--- src/inc/dsl_regs.vh ---
`ifndef DSL_REGS_VH
`define DSL_REGS_VH

// Serial word geometry, most significant bit first
`define DSL_WORD_BITS      24
`define DSL_CNT_BITS       5
`define DSL_CODE_BITS      16
`define DSL_CODE_MSB       15
`define DSL_CTRL_HI        23
`define DSL_CTRL_LO        16
`define DSL_LAST_BIT       5'h17
`define DSL_CNT_ZERO       5'h00
`define DSL_CNT_ONE        5'h01

// Control field: bits 17:16 select power-down, zero means normal running
`define DSL_PD_HI          17
`define DSL_PD_LO          16
`define DSL_PD_NORMAL      2'h0

// Reset values
`define DSL_CODE_RST       16'h0000
`define DSL_WORD_RST       24'h000000
`define DSL_PD_RST         2'h0
`define DSL_SEL_IDLE       1'b1
`define DSL_SCLK_RST       1'b0

// Top bit kept when one new bit enters the shift register
`define DSL_SHIFT_MSB      22

// Serial clock limit and the sampling clock frequency, both in MHz
`define DSL_SCLK_MAX_MHZ   30
`define DSL_MCLK_MHZ       200

`endif

--- src/design/dsl_sync2.v ---
module dsl_sync2 #(
    // Level both stages hold in reset: the pin's idle level
    parameter [0:0] RST_VAL = 1'b0
) (
    // Clock and reset
    input  wire mclk_in,
    input  wire sys_rst_in,
    // Asynchronous level in, synchronised level out
    input  wire async_in,
    output wire sync_out
);

    reg meta_q;
    reg sync_q;

    // First stage feeds the second stage only
    always @(posedge mclk_in or posedge sys_rst_in) begin
        if (sys_rst_in) begin
            meta_q <= RST_VAL;
            sync_q <= RST_VAL;
        end else begin
            meta_q <= async_in;
            sync_q <= meta_q;
        end
    end

    assign sync_out = sync_q;

endmodule // dsl_sync2

--- src/design/dsl_frontend.v ---
// Function
// Shifting enabled only while frame select low
// Capture 24 bits on falling serial clock
// After 24th edge, load code and update
// Early frame select rise discards partial word
// Reset loads zero code until valid write
// Power-down chosen by command in word
// Serial clock up to 30MHz accepted
// MSB first; top control, low 16 code
`include "dsl_regs.vh"

module dsl_frontend (
    // Clock and reset
    input  wire        mclk_in,
    input  wire        sys_rst_in,
    // Serial link pins
    input  wire        frame_sel_n_in,
    input  wire        sclk_in,
    input  wire        sdata_in,
    // Converter register
    output reg  [15:0] dac_code_out,
    output reg  [1:0]  pwr_down_out,
    output reg         update_out,
    // Frame status
    output reg         frame_abort_out,
    output reg         busy_out
);

    localparam ST_IDLE  = 1'b0;
    localparam ST_SHIFT = 1'b1;

    wire       sel_n_s;
    wire       sclk_s;
    wire       sdata_s;
    reg        sclk_prev_q;
    reg        sel_n_prev_q;
    reg        state_q;
    reg        state_d;
    reg [4:0]  cnt_q;
    reg [4:0]  cnt_d;
    reg [23:0] word_q;
    reg [23:0] word_d;
    reg        load_d;
    reg        abort_d;
    wire       sclk_fall;
    wire       sel_rise;
    wire [23:0] word_full;

    // Decodes shared by the shift path and the frame status logic
    function dsl_fall;
        input prev_lvl;
        input cur_lvl;
        begin
            dsl_fall = prev_lvl & ~cur_lvl;
        end
    endfunction

    function dsl_rise;
        input prev_lvl;
        input cur_lvl;
        begin
            dsl_rise = ~prev_lvl & cur_lvl;
        end
    endfunction

    function [23:0] dsl_shift_in;
        input [23:0] word;
        input        bit_in;
        begin
            dsl_shift_in = {word[`DSL_SHIFT_MSB:0], bit_in};
        end
    endfunction

    function dsl_is_last;
        input [4:0] cnt;
        begin
            dsl_is_last = (cnt == `DSL_LAST_BIT);
        end
    endfunction

    function [4:0] dsl_cnt_next;
        input [4:0] cnt;
        begin
            dsl_cnt_next = cnt + `DSL_CNT_ONE;
        end
    endfunction

    function [15:0] dsl_code_field;
        input [23:0] word;
        begin
            dsl_code_field = word[`DSL_CODE_MSB:0];
        end
    endfunction

    function [1:0] dsl_pd_field;
        input [23:0] word;
        begin
            dsl_pd_field = word[`DSL_PD_HI:`DSL_PD_LO];
        end
    endfunction

    // Two flip-flops on each pin; at 200 MHz a 30 MHz serial clock still
    // gives at least three samples per half period, so no edge is missed
    // Select resets to its idle level, so no phantom frame follows reset
    dsl_sync2 #(
        .RST_VAL    (`DSL_SEL_IDLE)
    ) u_sync_sel (
        .mclk_in    (mclk_in),
        .sys_rst_in (sys_rst_in),
        .async_in   (frame_sel_n_in),
        .sync_out   (sel_n_s)
    );

    dsl_sync2 u_sync_sclk (
        .mclk_in    (mclk_in),
        .sys_rst_in (sys_rst_in),
        .async_in   (sclk_in),
        .sync_out   (sclk_s)
    );

    // Data passes the same two stages as the clock, so it stays aligned
    dsl_sync2 u_sync_data (
        .mclk_in    (mclk_in),
        .sys_rst_in (sys_rst_in),
        .async_in   (sdata_in),
        .sync_out   (sdata_s)
    );

    always @(posedge mclk_in or posedge sys_rst_in) begin
        if (sys_rst_in) begin
            sclk_prev_q  <= `DSL_SCLK_RST;
            sel_n_prev_q <= `DSL_SEL_IDLE;
        end else begin
            sclk_prev_q  <= sclk_s;
            sel_n_prev_q <= sel_n_s;
        end
    end

    assign sclk_fall = dsl_fall(sclk_prev_q, sclk_s);
    assign sel_rise  = dsl_rise(sel_n_prev_q, sel_n_s);
    assign word_full = dsl_shift_in(word_q, sdata_s);

    // Frame sequencing; the select level, not its edge, ends a frame
    always @* begin
        state_d = state_q;
        cnt_d   = cnt_q;
        word_d  = word_q;
        load_d  = 1'b0;
        abort_d = 1'b0;
        case (state_q)
            ST_IDLE: begin
                cnt_d = `DSL_CNT_ZERO;
                if (!sel_n_s) begin
                    state_d = ST_SHIFT;
                end
            end
            ST_SHIFT: begin
                if (sel_n_s) begin
                    // Partial word is dropped, converter untouched
                    state_d = ST_IDLE;
                    cnt_d   = `DSL_CNT_ZERO;
                    abort_d = sel_rise & (cnt_q != `DSL_CNT_ZERO);
                end else if (sclk_fall) begin
                    word_d = word_full;
                    if (dsl_is_last(cnt_q)) begin
                        load_d = 1'b1;
                        // Wraps, so further edges start a fresh word
                        cnt_d  = `DSL_CNT_ZERO;
                    end else begin
                        cnt_d = dsl_cnt_next(cnt_q);
                    end
                end
            end
            default: begin
                state_d = ST_IDLE;
                cnt_d   = `DSL_CNT_ZERO;
            end
        endcase
    end

    // Shift state: sequencer, bit counter and word
    always @(posedge mclk_in or posedge sys_rst_in) begin
        if (sys_rst_in) begin
            state_q <= ST_IDLE;
            cnt_q   <= `DSL_CNT_ZERO;
            word_q  <= `DSL_WORD_RST;
        end else begin
            state_q <= state_d;
            cnt_q   <= cnt_d;
            word_q  <= word_d;
        end
    end

    // Converter register: zero from reset until the first complete word
    always @(posedge mclk_in or posedge sys_rst_in) begin
        if (sys_rst_in) begin
            dac_code_out <= `DSL_CODE_RST;
            pwr_down_out <= `DSL_PD_RST;
        end else if (load_d) begin
            // Only a complete word ever reaches the converter register
            dac_code_out <= dsl_code_field(word_full);
            pwr_down_out <= dsl_pd_field(word_full);
        end
    end

    // Frame pulses, one cycle each
    always @(posedge mclk_in or posedge sys_rst_in) begin
        if (sys_rst_in) begin
            update_out      <= 1'b0;
            frame_abort_out <= 1'b0;
        end else begin
            update_out      <= load_d;
            frame_abort_out <= abort_d;
        end
    end

    // Busy follows the next state so it rises with the frame, not after it
    always @(posedge mclk_in or posedge sys_rst_in) begin
        if (sys_rst_in) begin
            busy_out <= 1'b0;
        end else begin
            busy_out <= (state_d == ST_SHIFT);
        end
    end

endmodule // dsl_frontend

--- config.mk ---
export PLATFORM = sky130hd
export DESIGN_NAME = dsl_frontend
export DESIGN_NICKNAME = d
export VERILOG_FILES = /design/src/design/dsl_sync2.v /design/src/design/dsl_frontend.v
export VERILOG_INCLUDE_DIRS = /design/src /design/src/inc
export SDC_FILE = /design/constraint.sdc
export NUM_CORES = 1
export LEC_CHECK = 0
export BUFFER_PORTS_ARGS = -buffer_cell sky130_fd_sc_hd__buf_2
export CAP_MARGIN = 20
export CORE_UTILIZATION = 45
export DETAILED_ROUTE_END_ITERATION = 10
export GPL_TIMING_DRIVEN = 0
export SYNTH_ARGS = -nofsm -noshare
export SYNTH_HDL_FRONTEND = slang
export SYNTH_SLANG_ARGS = --single-unit
--- constraint.sdc ---
create_clock -name mclk_in -period 2.85 [get_ports mclk_in]
set_input_delay 0 -clock mclk_in [delete_from_list [all_inputs] [get_ports mclk_in]]
set_output_delay 0 -clock mclk_in [all_outputs]
set_load 0.01 [all_outputs]
==> key figures <==
Status
  • Status: complete, no violations

Die
  • Starting Density: between 40 and 50%
  • Row count: 23
  • Core area: between 4000 and 5000 um2
  • DIE WIDTH: 67.9 um
  • Ports: 26
  • Die height: 67.9 um
  • Die area: 4610 um2

Setup path
  • Slowest stage cell, crit path: nor3_4
  • Setup crit end kind: register
  • Critical-path cell list: ha_1 > nand4b_1 > nor3_4 > buf_12 > mux2_4
  • Worst EP arrival: 2.08 ns
  • Startpoint Class: register
  • Worst Path Required: 3.03 ns
  • Reg2Reg Setup Slack: 0.95 ns
  • Crit path largest cell delay: ~0.50 ns
  • Critical path fanouts, max: 10
  • Crit Path Class: register to register

STA
  • RSZ-0062 raised after global routing: false
  • Crit path time final: around 1.9 ns
  • Final setup viols: 0
  • Slew Limit Fails: 0
  • Clock Skew: 0.00831 ns
  • Setup TNS Final: 0 ns
  • Hold Violations, Final: 0
  • Period utilization: 66.8%
  • Achievable Freq: 525 MHz
  • Relative slew slack: 60.8%
  • Worst slew pin tran: 0.587 ns

GRT
  • First-pass GRT wire length: 4910 um
  • Total gr overflow: 0
  • Initial antenna violation count: 0
  • Vias in the first global route: 1068
  • Largest net degree at the start of global routing: 46
  • GRT Total Usage: 14.9%

Routing
  • ANT nets after route: 0
  • DR vias/cell: 4.91
  • Pre-antenna DRT Iters: 4
  • Starting DRT DRC Count: 41
  • DR vias: a little over 1000
  • Wire length per cell: 13.7 um
  • DRC viols: 0
  • Final WL: 2850 um

Finish
  • Fraction of layout cells with a size suffix above 1: 49.4%
  • Area growth from synthesis to layout: 18.1%
  • Nets: ~160
  • Multi-input logic area: slightly above 600 um2
  • Ant diodes: 0
  • Fin cells: 208
  • Filler cells: ~340
  • Storage cell area: 1280 um2

Placement
  • Dpl cells: 196
  • PortBufs: 25
  • Post-DP HPWL: about 1900 um
  • Gp weighted congestion: 0.730

CTS
  • Clk buf depth: 2
  • H-tree lvl count: 2
  • CTS tree: built
  • Num CTS Buffers: 5
  • Clock Tree Root: clkbuf_8
  • Clock slew at reported path FFs: 0.08 ns
  • Worst-Skew Late Latency: just under 0.3 ns
  • Clk sinks: 51
  • Post-CTS Setup Bufs: 0

Power
  • NetSw: 266 uW
  • Sw Ratio: 20.2%
  • Sequential power share: approximately 59%
  • Peak supply drop: 373 uV
  • Total power: between 1 and 1.5 mW
  • Clk pwr share: a little over a third
  • LEAKAGE: between 1 and 1.5 nW
  • PwrDens: between 500 and 600 nW/um2
  • Logic gate share of total power: 5.0%
  • Cell Int Power: 1.05 mW

Logic synthesis
  • Gate Count Post-Synth: 120
  • Register area share after synthesis: 65.5%
  • Number of register bits inferred by synthesis: 51
  • Syn Std Cell Area: 1950 um2
  • Post-Syn Nets: between 100 and 150
  • Synth warnings: 0
  • Mean Syn Cell Area: 16.3 um2
  • Synth cell types: 27

Min path
  • Hold Path Class: input pin to async pin

Job
  • Max cap viols: 0
==> synth_stat cells, drive strengths merged <==
cell    instances  area [um2]
dfrtp          48        1200
mux2           35         428
inv             5        18.8
buf             3        38.8
dfstp           3        78.8
nand2           3        11.3
nor2            3        13.8
a21oi           2        10.0
ha              2        25.0
nand2b          2        12.5
nor3            2        21.3
xnor2           2        17.5
mux2i           1        10.0
nand3           1        5.00
nand3b          1        7.51
nand4           1        6.26
nand4b          1        8.76
nor2b           1        6.26
nor4b           1        8.76
o21ai           1        5.00
or3b            1        8.76
or4b            1        10.0
==> flip-flops by register name (all words and copies together), names as in the netlist <==
signal	count
busy_out	1
cnt_q	5
dac_code_out	16
frame_abort_out	1
pwr_down_out	2
sclk_prev_q	1
sel_n_prev_q	1
u_sync_data.meta_q	1
u_sync_data.sync_out	1
u_sync_sclk.meta_q	1
u_sync_sclk.sync_out	1
u_sync_sel.meta_q	1
u_sync_sel.sync_out	1
update_out	1
word_q	17
==> what timing repair did <==
action | CTS | global route
resized for setup | 0 | 0
hold buffers | 4 | 0
hold endpoints to repair | 51 | 0
==> cell type report <==
cell class	count	area share, %
inverter	5	0.813
timing repair buffer	30	8.03
multi-input combinational	61	26.7
clock inverter	1	1.30
clock buffer	7	3.31
buffer	3	1.68
sequential	51	55.5
tap	50	2.71
==> path summary, 6_finish.rpt <==
kind / from / to / depth (start not counted)
setup / recovery: cnt_q[0] / dac_code_out[7] / 5
hold / removal: sys_rst_in / dac_code_out[10] / 3
setup reg to reg: cnt_q[0] / dac_code_out[7] / 5
hold reg to reg: u_sync_sclk.meta_q / u_sync_sclk.sync_out / 0
max in group asynchronous: sys_rst_in / sel_n_prev_q / 4
min in group mclk_in: sdata_in / u_sync_data.meta_q / 2
==> metrics by stage <==
stage	util (%)	hold WS (ns)	instance area, um2	setup slack (ns)
floorplan	-	0.00448	1950	1.18
global placement	52.4	0.105	2140	0.937
global route	56.5	0.163	2310	0.843
finish	56.5	0.139	2310	0.947
detailed placement	52.9	-0.0847	2160	0.946
CTS	56.5	0.137	2310	0.916
==> worst max-delay path, delay by kind of cell (launching register included) <==
kind	cells	cell delay, ns
AND/OR/NAND/NOR	2	0.67
multiplexers	1	0.30
adder cells (fa/ha/maj)	1	0.19
buffers and inverters	1	0.22
flip-flops	1	0.41
==> power by group through the flow <==
stage	clock network (mW)	logic [mW]	registers, mW
after global routing	0.523	0.0744	0.783
after CTS	0.491	0.0678	0.779
after global placement	0	0.0570	0.791
after floorplan	0	0.0469	0.786
after detailed placement	0	0.0631	0.793
final	0.477	0.0655	0.778
==> logic make-up after synthesis <==
family,count (synthesis),synth area share (%)
DFF,51,65.5
muxes,36,22.4
and+or+nand+nor,18,6.15
buffers and inverters,8,2.95
AOI/OAI and AO/OA,3,0.769
xor gates and xnor gates,2,0.897
adders and majority gates,2,1.28
==> cells in the final DEF, fill, tap and decap left out, types with 2 or more instances in the layout <==
master / instances
dlygate4sd3_1: 4
ha_1: 2
nand2_1: 3
nand2b_1: 2
inv_1: 4
mux2_2: 26
buf_12: 2
dfrtp_1: 48
nor2_1: 2
clkbuf_8: 5
xnor2_1: 2
mux2_4: 9
clkbuf_1: 2
a21oi_1: 2
buf_2: 25
dfstp_2: 3
==> routing by layer <==
metal,track usage [%],wire length (um)
met1,19.0,1360
met2,23.0,1320
met4,5.47,42
met3,5.50,129
met5,0,0
Power figures use the tool's default switching activity.
